$ cat config.mk
export PLATFORM = sky130hd
export DESIGN_NAME = smbcfg_top
export DESIGN_NICKNAME = d
export VERILOG_FILES = /design/src/hw/smbcfg_free_timer.v /design/src/hw/smbcfg_sync.v /design/src/hw/smbcfg_top.v
export VERILOG_INCLUDE_DIRS = /design/src /design/src/hw
export SDC_FILE = /design/constraint.sdc
export NUM_CORES = 1
export LEC_CHECK = 0
export BUFFER_PORTS_ARGS = -buffer_cell sky130_fd_sc_hd__buf_4
export CORE_ASPECT_RATIO = 1.75
export CORE_UTILIZATION = 45
export CTS_CLUSTER_DIAMETER = 150
export CTS_CLUSTER_SIZE = 24
export DETAILED_ROUTE_END_ITERATION = 8
export PLACE_DENSITY = 0.75
export SLEW_MARGIN = 20
export SYNTH_ARGS = -nofsm -noshare
export SYNTH_HDL_FRONTEND = slang
export SYNTH_HIERARCHICAL = 1
export SYNTH_SLANG_ARGS = --single-unit
$ cat constraint.sdc
create_clock -name clk_sys -period 2.1 [get_ports clk_sys]
set_clock_uncertainty 0.2 [all_clocks]
set_input_delay 0.21 -clock clk_sys [delete_from_list [all_inputs] [get_ports clk_sys]]
set_output_delay 0.21 -clock clk_sys [all_outputs]
set_load 0.05 [all_outputs]
$ cat src/hw/smbcfg_defs.vh
/*
 * Constants of the SMBus configuration and timeout block: register
 * indices, field positions, reset values and timing counts.
 * Assumes it is included once per file by its bare name.
 */
`ifndef SMBCFG_DEFS_VH
`define SMBCFG_DEFS_VH

// Register indices; byte address is four times the index
`define SC_IDX_CFG 10'h0c1
`define SC_IDX_IRQ_STAT 10'h0c4
`define SC_IDX_IRQ_EN 10'h0c5
`define SC_IDX_IRQ_CLR 10'h0c6
`define SC_IDX_LINE 10'h0c7
`define SC_ADDR_W 12

// Configuration register fields
`define SC_B_ENABLE 7
`define SC_B_INHIBIT 6
`define SC_B_BUSY 5
`define SC_B_HOLD 4
`define SC_B_TOE 3
`define SC_B_FTE 2
`define SC_B_CS_HI 1
`define SC_B_CS_LO 0
`define SC_CFG_RESET 8'h00
`define SC_CFG_WMASK 8'hdf

// Line register fields
`define SC_LN_SCL 0
`define SC_LN_SDA 1
`define SC_LN_BUSY 2
`define SC_LN_INH 3

// Event status fields
`define SC_EV_W 3
`define SC_EV_START 0
`define SC_EV_STOP 1
`define SC_EV_FREE 2
`define SC_EV_RESET 3'h0

// Clock source codes
`define SC_CS_T0 2'h0
`define SC_CS_T1 2'h1
`define SC_CS_T2H 2'h2
`define SC_CS_T2L 2'h3

// Timing in system clocks and source periods
`define SC_FREE_TICKS 4'ha
`define SC_CNT_W 4
`define SC_SETUP_NORM 4'h1
`define SC_HOLD_NORM 4'h3
`define SC_SETUP_EXT 4'hb
`define SC_HOLD_EXT 4'hc

// Bus answers and idle pin level
`define SC_RESP_OKAY 2'h0
`define SC_RESP_SLVERR 2'h2
`define SC_PIN_IDLE 1'b1

`endif

$ cat src/hw/smbcfg_free_timer.v
/*
 * Bus-free timeout: counts selected clock-source ticks while both
 * lines stay high and fires once after more than ten of them.
 * Assumes idle and tick are on clk_sys; tick is a one-cycle pulse.
 */
`timescale 1ns/1ps
`include "smbcfg_defs.vh"

module smbcfg_free_timer (
   input wire clk_sys,
   input wire rst,
   input wire ce,
   input wire arm,
   input wire idle,
   input wire tick,
   output reg fire_q
);

   reg [`SC_CNT_W-1:0] cnt_q;
   reg done_q;

   always @(posedge clk_sys or posedge rst) begin
      if (rst) begin
         cnt_q <= {`SC_CNT_W{1'b0}};
         done_q <= 1'b0;
         fire_q <= 1'b0;
      end else if (ce) begin
         fire_q <= 1'b0;
         if (!arm || !idle) begin
            cnt_q <= {`SC_CNT_W{1'b0}};
            done_q <= 1'b0;
         end else if (tick && !done_q) begin
            // Eleventh tick means more than ten periods high
            if (cnt_q == `SC_FREE_TICKS) begin
               fire_q <= 1'b1;
               done_q <= 1'b1;
            end else begin
               cnt_q <= cnt_q + 1'b1;
            end
         end
      end
   end

endmodule

$ cat src/hw/smbcfg_sync.v
/*
 * Two flip-flop synchroniser for the SCL and SDA pin levels.
 * Assumes the pins idle high and are asynchronous to clk_sys.
 */
`timescale 1ns/1ps
`include "smbcfg_defs.vh"

module smbcfg_sync (
   input wire clk_sys,
   input wire rst,
   input wire ce,
   input wire pin_in,
   output wire pin_sync
);

   reg meta_q;
   reg sync_q;

   always @(posedge clk_sys or posedge rst) begin
      if (rst) begin
         meta_q <= `SC_PIN_IDLE;
         sync_q <= `SC_PIN_IDLE;
      end else if (ce) begin
         meta_q <= pin_in;
         sync_q <= meta_q;
      end
   end

   assign pin_sync = sync_q;

endmodule

$ cat src/hw/smbcfg_top.v
/*
 * SMBus configuration and timeout block with an AXI4-Lite register
 * slave: enable, slave inhibit, busy flag, hold extension, SCL-low
 * timer control, bus-free timeout and clock-source selection.
 * Assumes SCL and SDA pin levels arrive asynchronously, timer
 * overflows are one-cycle pulses on clk_sys, and the bus master
 * keeps one read and one write outstanding at most.
 */
// Chosen here: the AXI4-Lite slave port.

// Notes on behaviour
// - Enable bit switches interface and line monitoring
// - Busy set during transfer, cleared by stop/free
// - Hold-extension bit selects extended setup/hold times
// - Bus free after over ten source periods high
// - Two-bit field picks timer overflow timing base
// - Codes map timer 0, 1, 2 high, 2 low
// - Inhibit NACKs addresses from next start onward
// - Companion timer reloads on SCL high, counts low
// - Free timeout acts as stop with interrupt
`timescale 1ns/1ps
`include "smbcfg_defs.vh"

module smbcfg_top (
   input wire clk_sys,
   input wire rst,
   input wire ce,
   input wire scl_in,
   input wire sda_in,
   input wire t0_ovf,
   input wire t1_ovf,
   input wire t2h_ovf,
   input wire t2l_ovf,
   input wire [`SC_ADDR_W-1:0] s_axi_awaddr,
   input wire s_axi_awvalid,
   output reg s_axi_awready,
   input wire [31:0] s_axi_wdata,
   input wire [3:0] s_axi_wstrb,
   input wire s_axi_wvalid,
   output reg s_axi_wready,
   output reg [1:0] s_axi_bresp,
   output reg s_axi_bvalid,
   input wire s_axi_bready,
   input wire [`SC_ADDR_W-1:0] s_axi_araddr,
   input wire s_axi_arvalid,
   output reg s_axi_arready,
   output reg [31:0] s_axi_rdata,
   output reg [1:0] s_axi_rresp,
   output reg s_axi_rvalid,
   input wire s_axi_rready,
   output reg src_tick_q,
   output reg timer_reload_q,
   output reg timer_count_q,
   output reg [`SC_CNT_W-1:0] sda_setup_min_q,
   output reg [`SC_CNT_W-1:0] sda_hold_min_q,
   output reg slave_nack_q,
   output reg stop_indication_q,
   output reg irq_q
);

   // Register decode, used by both the read and the write path
   function [4:0] sc_decode;
      input [`SC_ADDR_W-1:0] addr;
      begin
         sc_decode = 5'h00;
         case (addr[`SC_ADDR_W-1:2])
            `SC_IDX_CFG: sc_decode = 5'h01;
            `SC_IDX_IRQ_STAT: sc_decode = 5'h02;
            `SC_IDX_IRQ_EN: sc_decode = 5'h04;
            `SC_IDX_IRQ_CLR: sc_decode = 5'h08;
            `SC_IDX_LINE: sc_decode = 5'h10;
            default: sc_decode = 5'h00;
         endcase
      end
   endfunction

   wire scl_s;
   wire sda_s;
   wire free_fire;
   reg scl_prev_q;
   reg sda_prev_q;
   reg [7:0] cfg_q;
   reg busy_q;
   reg inhibit_act_q;
   reg [`SC_EV_W-1:0] ev_stat_q;
   reg [`SC_EV_W-1:0] ev_en_q;
   reg [`SC_ADDR_W-1:0] aw_addr_q;
   reg aw_held_q;
   reg [31:0] w_data_q;
   reg [3:0] w_strb_q;
   reg w_held_q;
   reg src_sel_d;

   // Live views of the configuration fields
   wire enable = cfg_q[`SC_B_ENABLE];
   wire toe_on = enable && cfg_q[`SC_B_TOE];
   wire fte_on = enable && cfg_q[`SC_B_FTE];
   wire [1:0] cs_sel = {cfg_q[`SC_B_CS_HI], cfg_q[`SC_B_CS_LO]};
   wire [4:0] wsel = sc_decode(aw_addr_q);
   wire [4:0] rsel = sc_decode(s_axi_araddr);
   wire do_write = aw_held_q && w_held_q && !s_axi_bvalid;
   // Register writes act only through byte lane 0
   wire wr_cfg = do_write && wsel[0] && w_strb_q[0];
   wire wr_en = do_write && wsel[2] && w_strb_q[0];
   wire wr_clr = do_write && wsel[3] && w_strb_q[0];

   // Line conditions while monitoring
   wire start_det = enable && scl_s && scl_prev_q &&
      sda_prev_q && !sda_s;
   wire stop_det = enable && scl_s && scl_prev_q &&
      !sda_prev_q && sda_s;
   wire [`SC_EV_W-1:0] ev_set = {free_fire, stop_det, start_det};

   smbcfg_sync u_scl_sync (
      .clk_sys(clk_sys),
      .rst(rst),
      .ce(ce),
      .pin_in(scl_in),
      .pin_sync(scl_s)
   );

   smbcfg_sync u_sda_sync (
      .clk_sys(clk_sys),
      .rst(rst),
      .ce(ce),
      .pin_in(sda_in),
      .pin_sync(sda_s)
   );

   smbcfg_free_timer u_free (
      .clk_sys(clk_sys),
      .rst(rst),
      .ce(ce),
      .arm(fte_on),
      .idle(scl_s && sda_s),
      .tick(src_tick_q),
      .fire_q(free_fire)
   );

   // Clock source selection
   always @* begin
      case (cs_sel)
         `SC_CS_T0: src_sel_d = t0_ovf;
         `SC_CS_T1: src_sel_d = t1_ovf;
         `SC_CS_T2H: src_sel_d = t2h_ovf;
         `SC_CS_T2L: src_sel_d = t2l_ovf;
         default: src_sel_d = 1'b0;
      endcase
   end

   // Line history, configuration and line-driven state
   always @(posedge clk_sys or posedge rst) begin
      if (rst) begin
         scl_prev_q <= `SC_PIN_IDLE;
         sda_prev_q <= `SC_PIN_IDLE;
         cfg_q <= `SC_CFG_RESET;
         busy_q <= 1'b0;
         inhibit_act_q <= 1'b0;
         src_tick_q <= 1'b0;
         timer_reload_q <= 1'b0;
         timer_count_q <= 1'b0;
         sda_setup_min_q <= `SC_SETUP_NORM;
         sda_hold_min_q <= `SC_HOLD_NORM;
         slave_nack_q <= 1'b0;
      end else if (ce) begin
         scl_prev_q <= scl_s;
         sda_prev_q <= sda_s;
         if (wr_cfg) begin
            cfg_q <= w_data_q[7:0] & `SC_CFG_WMASK;
         end
         src_tick_q <= src_sel_d;
         // Busy: set at start, cleared at stop or free timeout
         if (!enable || stop_det || free_fire) begin
            busy_q <= 1'b0;
         end else if (start_det) begin
            busy_q <= 1'b1;
         end
         // Inhibit takes hold only at a start
         if (!enable) begin
            inhibit_act_q <= 1'b0;
         end else if (start_det) begin
            inhibit_act_q <= cfg_q[`SC_B_INHIBIT];
         end
         slave_nack_q <= enable && inhibit_act_q;
         // Companion timer control for the SCL-low timeout
         timer_reload_q <= toe_on && scl_s;
         timer_count_q <= toe_on && !scl_s;
         if (cfg_q[`SC_B_HOLD]) begin
            sda_setup_min_q <= `SC_SETUP_EXT;
            sda_hold_min_q <= `SC_HOLD_EXT;
         end else begin
            sda_setup_min_q <= `SC_SETUP_NORM;
            sda_hold_min_q <= `SC_HOLD_NORM;
         end
      end
   end

   // Sticky events, enable mask and interrupt; set beats clear
   always @(posedge clk_sys or posedge rst) begin
      if (rst) begin
         ev_stat_q <= `SC_EV_RESET;
         ev_en_q <= `SC_EV_RESET;
         stop_indication_q <= 1'b0;
         irq_q <= 1'b0;
      end else if (ce) begin
         if (wr_en) begin
            ev_en_q <= w_data_q[`SC_EV_W-1:0];
         end
         if (wr_clr) begin
            ev_stat_q <= (ev_stat_q & ~w_data_q[`SC_EV_W-1:0]) | ev_set;
         end else begin
            ev_stat_q <= ev_stat_q | ev_set;
         end
         // Free timeout raises the stop indication like a stop
         if (stop_det || free_fire) begin
            stop_indication_q <= 1'b1;
         end else if (wr_clr && w_data_q[`SC_EV_STOP]) begin
            stop_indication_q <= 1'b0;
         end
         irq_q <= |(ev_stat_q & ev_en_q);
      end
   end

   // Write channel: address and data taken in either order
   always @(posedge clk_sys or posedge rst) begin
      if (rst) begin
         aw_addr_q <= {`SC_ADDR_W{1'b0}};
         aw_held_q <= 1'b0;
         w_data_q <= 32'h0;
         w_strb_q <= 4'h0;
         w_held_q <= 1'b0;
         s_axi_awready <= 1'b0;
         s_axi_wready <= 1'b0;
         s_axi_bvalid <= 1'b0;
         s_axi_bresp <= `SC_RESP_OKAY;
      end else if (ce) begin
         s_axi_awready <= !aw_held_q && !s_axi_awready &&
            s_axi_awvalid && !s_axi_bvalid;
         s_axi_wready <= !w_held_q && !s_axi_wready &&
            s_axi_wvalid && !s_axi_bvalid;
         if (s_axi_awvalid && s_axi_awready) begin
            aw_addr_q <= s_axi_awaddr;
            aw_held_q <= 1'b1;
         end
         if (s_axi_wvalid && s_axi_wready) begin
            w_data_q <= s_axi_wdata;
            w_strb_q <= s_axi_wstrb;
            w_held_q <= 1'b1;
         end
         if (do_write) begin
            aw_held_q <= 1'b0;
            w_held_q <= 1'b0;
            s_axi_bvalid <= 1'b1;
            s_axi_bresp <= (wsel == 5'h00 || wsel[1] || wsel[4]) ?
               `SC_RESP_SLVERR : `SC_RESP_OKAY;
         end else if (s_axi_bvalid && s_axi_bready) begin
            s_axi_bvalid <= 1'b0;
         end
      end
   end

   // Read channel
   always @(posedge clk_sys or posedge rst) begin
      if (rst) begin
         s_axi_arready <= 1'b0;
         s_axi_rvalid <= 1'b0;
         s_axi_rdata <= 32'h0;
         s_axi_rresp <= `SC_RESP_OKAY;
      end else if (ce) begin
         s_axi_arready <= !s_axi_arready && s_axi_arvalid &&
            !s_axi_rvalid;
         if (s_axi_arvalid && s_axi_arready) begin
            s_axi_rvalid <= 1'b1;
            s_axi_rresp <= (rsel == 5'h00 || rsel[3]) ?
               `SC_RESP_SLVERR : `SC_RESP_OKAY;
            s_axi_rdata <= 32'h0;
            if (rsel[0]) begin
               s_axi_rdata[7:0] <= cfg_q;
               // Busy reads live, not from the stored bit
               s_axi_rdata[`SC_B_BUSY] <= busy_q;
            end
            if (rsel[1]) begin
               s_axi_rdata[`SC_EV_W-1:0] <= ev_stat_q;
            end
            if (rsel[2]) begin
               s_axi_rdata[`SC_EV_W-1:0] <= ev_en_q;
            end
            // Line register: synced pins, busy and inhibit state
            if (rsel[4]) begin
               s_axi_rdata[`SC_LN_SCL] <= scl_s;
               s_axi_rdata[`SC_LN_SDA] <= sda_s;
               s_axi_rdata[`SC_LN_BUSY] <= busy_q;
               s_axi_rdata[`SC_LN_INH] <= inhibit_act_q;
            end
         end else if (s_axi_rvalid && s_axi_rready) begin
            s_axi_rvalid <= 1'b0;
         end
      end
   end

endmodule

==> qor.yml, run 1 <==
run_status:
  status: "finished clean"
yosys:
  synth_edf_count: 0
  async_flop_share_pct: 100
  ys_ff_latch: 70
  synth_top_flop_cell: "dfrtp_1"
  yosys.area_share.simple_pct: 14.0
  synth-adder-area-share_pct: 0.724
  yosysSeqAreaShare_pct: 51.0
  muxShareOfSynthArea_pct: 13.6
  yosysUniqueCellTypes: 56
  yosysWarnings: 6
  synth-xor-area-share_pct: 0
  postSynthCellCount: 293
  synth-compound-area-share_pct: 10.5
  synthesis.area_mm2: 0.00345
  synth_top_family_by_area: "simple AND/OR/NAND/NOR gates"
  avgSynthCellArea_um2: 11.8
run:
  cap_violations: 0
clock_tree:
  root_buffer: "clkbuf_16"
  cts.sinks: 70
  clkSlewWorstSetupHoldPaths_ns: 0.05
  cts_htree_levels: 3
  cts_hold_buf: 25
  cts_buffer_depth: 2
  ctsResizeCount: 0
  clk_latency_ns: 0.33
  numCtsBuffers: 9
  cts_tree: "done"
  postCtsSetupBuffers: 0
timing:
  fin_crit_sh_pct: 93.4
  tightest_slew_ns: 0.554
  finalSetupTns_ns: 0
  fin_ws_ns: 0.139
  slew_violations: 0
  whs_ns: 0.0664
  setup_viol: 0
  rsz0062_at_grt: "no"
  max_freq_mhz: 510
  fin_crit_ns: 1.96
  finalHoldViolCount: 0
  slew_headroom_pct: 63.0
floorplan:
  dieArea_mm2: 0.00804
  start_util_pct: 47.1
  num_rows: 41
  dieWidth_um: 68.2
  ios: 129
  dieHeight_um: 118
  core_mm2: 0.00734
setup_path:
  r2r_slack_ns: 0.14
  worstSetupStartpointType: "register"
  r2r_start: "aw_addr_q[5]"
  critPathMaxFanout: 4
  worstPathArrival_ns: 1.97
  reg2regPathDepth: 3
  r2r-end: "ev_en_q[0]"
  endpoint_kind: "register"
  cp.required_ns: 2.11
  critPathKind: "register to register"
placement:
  place.gp.congestion: 0.835
  port_buffers: 68
  preCtsSetupSlack_ns: 0.154
  dpl.hpwl_um: 5230
route:
  drt_iter0_drc: 109
  post_drt_wl_per_cell_um: 15.4
  ant_nets: 0
  drc: 0
  routed_wl_um: 7430
  viasPerCell: 5.30
  vias: 2557
  dr.pass1.iters: 4
power_and_ir_drop:
  power_density_mw_per_mm2: 953
  p_comb_share_pct: 23.0
  p_int_mw: 2.98
  peakVddDrop_uv: 779
  seq_power_share_pct: 42.8
  p_leak_nw: 2.15
  switching_share_pct: 31.1
  clkPwrFrac_pct: 34.2
  power_switching_mw: 1.34
global_route:
  grt_use_total_pct: 20.7
  antenna_found_initial: 0
  grt_pass1_wl_um: 12400
  grt-ovfl-total: 0
  grt_max_degree: 39
  grt_pass1_vias: 2671
worst_hold_path:
  hold_depth: 4
  hold_path_class: "primary input to register"
  min_from: "ce"
  holdPathEnd: "s_axi_rvalid"
finish:
  n_fill_cell: 597
  area_delta_synth_final_pct: 31.3
  layout_commonest_cell: "buf_4"
  final_nets: 467
  layout_common_cells: "76 x buf_4, 62 x dfrtp_1, 29 x mux2_2"
  antenna_cells: 0
  drive_gt1_share_pct: 37.6
-- power groups by stage --
stage | registers, mW | logic, mW | clock network, mW
after CTS | 1.85 | 0.998 | 1.51
after floorplan | 1.97 | 0.602 | 0
after global routing | 1.89 | 1.07 | 1.56
after global placement | 1.85 | 0.924 | 0
final | 1.85 | 0.996 | 1.48
after detailed placement | 1.87 | 0.955 | 0
-- cells by family (layout without fill, tap and decap cells) --
logic type,after synthesis,after routing
and+or+nand+nor,71,71
DFF,70,70
buffers and inverters,60,137
AOI/OAI and AO/OA,49,49
muxes,39,39
adders and majority gates,2,2
other,2,28
-- worst max path at each step --
stage	slack, ns	end	cells past startpoint	startpoint
2_1_floorplan	0.07	cfg_q[7]	3	s_axi_bvalid
3_3_place_gp	0.17	ev_en_q[0]	3	aw_addr_q[5]
3_5_place_dp	0.15	ev_en_q[1]	3	aw_addr_q[5]
4_1_cts	0.12	ev_en_q[0]	3	aw_addr_q[5]
5_1_grt	0.05	ev_en_q[0]	3	aw_addr_q[11]
6_report	0.14	ev_en_q[0]	3	aw_addr_q[5]
-- metrics by stage --
step / utilization [%] / instance area (um2) / power (mW) / cells
after floorplan: - / 3560 / 2.57 / 319
after global placement: 54.3 / 3990 / 2.77 / 441
after detailed placement: 54.3 / 3990 / 2.82 / 441
after CTS: 61.8 / 4540 / 4.36 / 482
after global routing: 61.8 / 4540 / 4.52 / 482
final: 61.8 / 4540 / 4.33 / 482
-- final cells by class --
| class | count | area (um2) | area share (%) |
|---|---|---|---|
| clock buffers | 9 | 225 | 4.96 |
| clock inverters | 7 | 75.1 | 1.65 |
| inverters | 19 | 71.3 | 1.57 |
| multi-input cells | 189 | 1460 | 32.1 |
| flip-flops and latches | 70 | 1760 | 38.8 |
| well taps | 86 | 108 | 2.37 |
| repair buffers | 102 | 841 | 18.5 |
-- worst max-delay path: stages, from the launching register on --
cell and delay [ns]:
dfrtp_1 0.37, or3_4 0.42, nor4_2 0.46, mux2_2 0.39
-- sequential cells by signal, summed over array words and instances, names as in the netlist, 2 cells and up --
signal and cells:
aw_addr_q 10, s_axi_rdata 8, sda_hold_min_q 2, cfg_q 7, ev_en_q 3, u_free/cnt_q 4, ev_stat_q 3, w_data_q 7
-- synthesized netlist by cell type (2+ instances only) --
| master | count | area [um2] |
|---|---|---|
| a22o_1 | 6 | 52.6 |
| nand4b_1 | 4 | 35.0 |
| nand4bb_1 | 3 | 33.8 |
| nor4_1 | 4 | 25.0 |
| a211oi_1 | 2 | 15.0 |
| a31oi_1 | 2 | 12.5 |
| a21o_1 | 2 | 15.0 |
| o211ai_1 | 4 | 30.0 |
| clkbuf_1 | 8 | 30.0 |
| ha_1 | 2 | 25.0 |
| conb_1 | 2 | 7.51 |
| nand3_1 | 9 | 45.0 |
| or4bb_1 | 3 | 33.8 |
| mux2_4 | 6 | 90.1 |
| inv_1 | 19 | 71.3 |
| or2_2 | 3 | 18.8 |
| mux2i_1 | 3 | 30.0 |
| dfstp_2 | 7 | 184 |
| nor2_1 | 4 | 15.0 |
| mux2_2 | 29 | 327 |
| buf_4 | 32 | 240 |
| nand4_1 | 2 | 12.5 |
| a222oi_1 | 2 | 20.0 |
| nand2_1 | 13 | 48.8 |
| a21oi_1 | 6 | 30.0 |
| o22ai_1 | 2 | 12.5 |
| o31ai_1 | 2 | 15.0 |
| dfrtp_1 | 63 | 1580 |
| nor2b_1 | 3 | 18.8 |
| nand3b_1 | 4 | 30.0 |
| o311ai_0 | 3 | 26.3 |
| and2_1 | 3 | 18.8 |
| o21ai_0 | 8 | 40.0 |
| nand2b_1 | 4 | 25.0 |
| a32o_1 | 3 | 30.0 |
-- layer usage --
layer | vias up | track usage (%) | wire, um
met4 | 0 | 9.77 | 208
li1 | 1199 | - | -
met1 | 1260 | 21.8 | 2730
met3 | 16 | 4.84 | 311
met5 | - | 0 | 0
met2 | 82 | 36.4 | 4180
Power figures use the tool's default switching activity.
==> run 2: changes to the inputs <==
- GPL_TIMING_DRIVEN: default -> 0
==> run 2 against run 1 <==
Net effect:
- combinational power barely moved
- via count is 3.3% higher
- critical path depth unchanged
- clock power grew 9%
- setup slack hardly changed
- routed wire length increased by 2.5%
- cell area grew 5.3%
- worst hold slack about the same
- global-route usage increased by 0.52 points
- core utilization up 3.3 points
- critical path type unchanged
==> qor.yml, run 2 (synthesized netlist as in run 1, its figures left out) <==
worst_hold_path:
  hold_depth: 2
  holdPathEnd: "u_free/fire_q"
  min_from: "ce"
  hold_path_class: "primary input to register"
placement:
  place.gp.congestion: 0.837
  dp.cells: 473
  port_buffers: 68
  dpl.hpwl_um: 5310
setup_path:
  cp.required_ns: 2.10
  critPathMaxFanout: 4
  r2r_slack_ns: 0.14
  r2r_start: "aw_addr_q[5]"
  critPathKind: "register to register"
  reg2regPathDepth: 3
  endpoint_kind: "register"
  r2r-end: "ev_en_q[2]"
  worstSetupStartpointType: "register"
  worstPathArrival_ns: 1.96
global_route:
  grt_max_degree: 61
  use_met1_pct: 23.7
  grt-ovfl-total: 0
  grt_use_total_pct: 21.2
  antenna_found_initial: 0
  grt_pass1_wl_um: 12700
  grt_util_met2_pct: 38.0
  use_met3_pct: 3.68
  grt_pass1_vias: 2678
  grt_busiest_layer: "met2"
clock_tree:
  clkSlewWorstSetupHoldPaths_ns: 0.06
  ctsResizeCount: 0
  cts.sinks: 70
  clk_latency_ns: 0.32
  cts_htree_levels: 3
  root_buffer: "clkbuf_16"
  numCtsBuffers: 9
  cts_buffer_depth: 2
  cts_tree: "done"
timing:
  fin_crit_sh_pct: 93.4
  finalHoldViolCount: 0
  whs_ns: 0.0665
  finalSetupTns_ns: 0
  max_freq_mhz: 510
  slew_headroom_pct: 44.2
  fin_crit_ns: 1.96
  tightest_slew_ns: 0.830
  slew_violations: 0
  setup_viol: 0
  rsz0062_at_grt: "no"
finish:
  top_register: "aw_addr_q"
  layout_commonest_cell: "buf_4"
  largest_reg_flops: 10
  final_nets: 500
  drive_gt1_share_pct: 40.1
  post-route-util_pct: 65.1
  area_delta_synth_final_pct: 38.3
  instances_no_fill: 515
  antenna_cells: 0
  top_regs: "aw_addr_q: 10 flops, s_axi_rdata: 8 flops"
  layout_common_cells: "100 x buf_4, 62 x dfrtp_1, 29 x mux2_2"
run:
  cap_violations: 0
power_and_ir_drop:
  total_power_mw: 4.51
  peakVddDrop_uv: 905
  power_density_mw_per_mm2: 944
  p_leak_nw: 2.31
floorplan:
  ios: 129
  start_util_pct: 47.1
  num_rows: 41
  core_mm2: 0.00734
  dieArea_mm2: 0.00804
  dieWidth_um: 68.2
  dieHeight_um: 118
run_status:
  status: "finished clean"
route:
  viasPerCell: 5.13
  dr.pass1.iters: 5
  ant_nets: 0
  vias: 2642
  post_drt_wl_per_cell_um: 14.8
  routed_wl_um: 7620
  drt_iter0_drc: 119
  drc: 0
[run 2: changes by cell type in the layout (fill, tap and decap cells not counted), sizes merged]
cell and delta:
buf +25, bufinv +1, clkbuf +10, clkinvlp -3
[run 2: power breakdown]
group / switching (mW) / internal (mW) / total [mW]
Clock: 0.548 / 1.07 / 1.62
Sequential: 0.234 / 1.62 / 1.86
Combinational: 0.562 / 0.469 / 1.03
Total: 1.34 / 3.17 / 4.51
[run 2: critical path, cell delays in order, from the launching register on]
cell and delay [ns]:
dfrtp_1 0.39, or3_4 0.43, nor4_2 0.44, mux2_2 0.38
[run 2: cell type report]
type	instances	area [um2]
Clock inverter	5	82.6
Sequential cell	70	1760
Tap cell	86	108
Clock buffer	11	243
Inverter	19	73.8
Buffer	41	274
Fill cell	583	2560
Multi-Input combinational cell	189	1460
Timing Repair Buffer	94	781
[run 2: worst max-delay path by stage]
stage               depth (start not counted)  slack (ns)      endpoint          start
floorplan                                   3        0.07      cfg_q[7]   s_axi_bvalid
global placement                            2       -0.68  s_axi_bvalid            rst
detailed placement                          4       -0.15   w_strb_q[0]             ce
CTS                                         3        0.12    ev_en_q[2]   aw_addr_q[5]
global route                                3        0.04  ev_stat_q[2]  aw_addr_q[11]
finish                                      3        0.14    ev_en_q[2]   aw_addr_q[5]
[run 2: routing by layer]
layer | part of all wire, % | vias up | wire, um
met2 | 56 | 78 | 4290
met1 | 37 | 1286 | 2840
met3 | 4.4 | 12 | 339
li1 | - | 1266 | -
met4 | 2.0 | 0 | 149
met5 | 0 | - | 0
[run 2: repair_timing]
action / in CTS / in global routing
hold endpoints to repair: 91 / 0
hold buffers: 25 / 0
buffers inserted: 1 / 0
setup endpoints to repair: 6 / 0
[run 2: metrics by stage]
step | worst slack [ns] | cell area (um2)
finish | 0.139 | 4780
global route | 0.0366 | 4780
CTS | 0.123 | 4780
detailed placement | -0.152 | 4180
global placement | -0.675 | 4180
floorplan | 0.0693 | 3560
==> run 3: changes to the inputs <==
- RECOVER_POWER: default -> 50
==> run 3 against run 2 <==
Net effect:
- first-iteration DRC count up 10%
- highest routed layer unchanged
- combinational power down 4%
- clock power about the same
- flip-flop and latch count unchanged
- global-route usage unchanged
- power down 0.96%
- setup slack worse by 0.0040 ns
- worst hold slack about the same
- clock-buffer cell count unchanged
==> qor.yml, run 3 (synthesized netlist as in run 1, its figures left out) <==
timing:
  setup_viol: 0
  slew_violations: 0
  max_freq_mhz: 509
  fin_crit_ns: 1.96
  fin_crit_sh_pct: 93.6
  finalHoldViolCount: 0
  rsz0062_at_grt: "no"
  tightest_slew_ns: 1.21
  finalSetupTns_ns: 0
  slew_headroom_pct: 19.2
finish:
  final_nets: 500
  antenna_cells: 0
  fin_area_mm2: 0.00469
  layout_commonest_cell: "buf_4"
  top_regs: "aw_addr_q: 10 flops, s_axi_rdata: 8 flops"
  n_fill_cell: 606
  drive_gt1_share_pct: 34.3
  top_register: "aw_addr_q"
  largest_reg_flops: 10
  area_delta_synth_final_pct: 35.8
  layout_common_cells: "76 x buf_4, 63 x dfrtp_1, 31 x clkbuf_1"
setup_path:
  r2r_start: "aw_addr_q[5]"
  cpLargestDelayFamily: "simple AND/OR/NAND/NOR gates"
  crit_path_top_delay_cell: "nor4_2"
  max_stage_delay_ns: 0.44
  cp-startpoint: "aw_addr_q[5]"
  endpoint_kind: "register"
  path_cells: "or3_4 -> nor4_2 -> mux2_2"
  critPathMaxFanout: 4
  worstPathArrival_ns: 1.97
  worstSetupStartpointType: "register"
  critPathKind: "register to register"
  path_buf_inv: 0
  cp.required_ns: 2.10
global_route:
  grt-ovfl-total: 0
  grt_pass1_vias: 2678
  grt_use_total_pct: 21.2
  antenna_found_initial: 0
  grt_pass1_wl_um: 12700
  grt_max_degree: 61
clock_tree:
  cts_buffer_depth: 2
  numCtsBuffers: 9
  cts.sinks: 70
  clk_latency_ns: 0.33
  clkSlewWorstSetupHoldPaths_ns: 0.06
  root_buffer: "clkbuf_16"
  cts_htree_levels: 3
  ctsResizeCount: 0
  cts_tree: "done"
floorplan:
  ios: 129
  num_rows: 41
  dieHeight_um: 118
  dieWidth_um: 68.2
  start_util_pct: 47.1
  core_mm2: 0.00734
  dieArea_mm2: 0.00804
route:
  drt_iter0_drc: 131
  drc: 0
  vias: 2651
  ant_nets: 0
  dr.pass1.iters: 4
  routed_wl_um: 7660
  viasPerCell: 5.15
  post_drt_wl_per_cell_um: 14.9
power_and_ir_drop:
  p_leak_nw: 2.22
  power_density_mw_per_mm2: 952
  peakVddDrop_uv: 865
  total_power_mw: 4.47
placement:
  dpl_cell_area_mm2: 0.00418
  place.gp.congestion: 0.837
  port_buffers: 68
  dpl.hpwl_um: 5310
worst_hold_path:
  hold_path_class: "primary input to register"
  min_from: "ce"
run:
  cap_violations: 0
run_status:
  status: "finished clean"
[run 3: area by class of cell]
| class | count | area, um2 | share of cell area [%] |
|---|---|---|---|
| Buffer | 41 | 274 | 5.84 |
| Clock buffer | 11 | 243 | 5.17 |
| Clock inverter | 5 | 82.6 | 1.76 |
| Inverter | 19 | 71.3 | 1.52 |
| Multi-Input combinational cell | 189 | 1460 | 31.0 |
| Sequential cell | 70 | 1760 | 37.5 |
| Tap cell | 86 | 108 | 2.29 |
| Timing Repair Buffer | 94 | 698 | 14.9 |
[run 3: path summary, 6_finish.rpt]
path / end / slack, ns / cells past startpoint
worst max-delay path: ev_en_q[2] / 0.14 / 3
worst min-delay path: u_free/cnt_q[3] / 0.07 / 3
worst max register to register: ev_en_q[2] / 0.14 / 3
worst min register to register: sda_hold_min_q[1] / 0.28 / 2
max in group asynchronous: w_data_q[7] / 0.35 / 3
min in group asynchronous: u_free/done_q / 0.20 / 3
[run 3: metrics by stage]
step	cells	util, %	hold WS, ns	setup slack [ns]
detailed placement	473	57.0	-0.00867	-0.152
global placement	473	57.0	-0.0330	-0.675
finish	515	64.0	0.0669	0.135
CTS	515	65.1	0.0599	0.123
floorplan	319	-	-0.199	0.0693
global route	515	64.0	0.0749	0.0366
[run 3: tightest hold or removal path, delay by kind of cell]
family	cells	cell delay, ns
and+or+nand+nor	1	0.10
buffers and inverters	1	0.18
AOI/OAI and AO/OA	1	0.06
[run 3: metal layers]
layer | GRT usage (%) | wire [um] | vias to the layer above
li1 | - | - | 1269
met1 | 23.7 | 2860 | 1290
met2 | 38.0 | 4310 | 80
met3 | 3.68 | 351 | 12
met4 | 7.68 | 148 | 0
met5 | 0 | 0 | -
[run 3: report_power, final]
part           internal, mW  switching, mW  total, mW
Sequential             1.62          0.233       1.85
Clock                  1.07          0.550       1.62
Combinational         0.428          0.563      0.990
Total                  3.12           1.35       4.47
[run 3: repair_timing]
action / 4_1_cts / 5_1_grt
hold endpoints to repair: 91 / 0
setup endpoints to repair: 6 / 0
hold buffers: 25 / 0
buffers inserted: 1 / 0
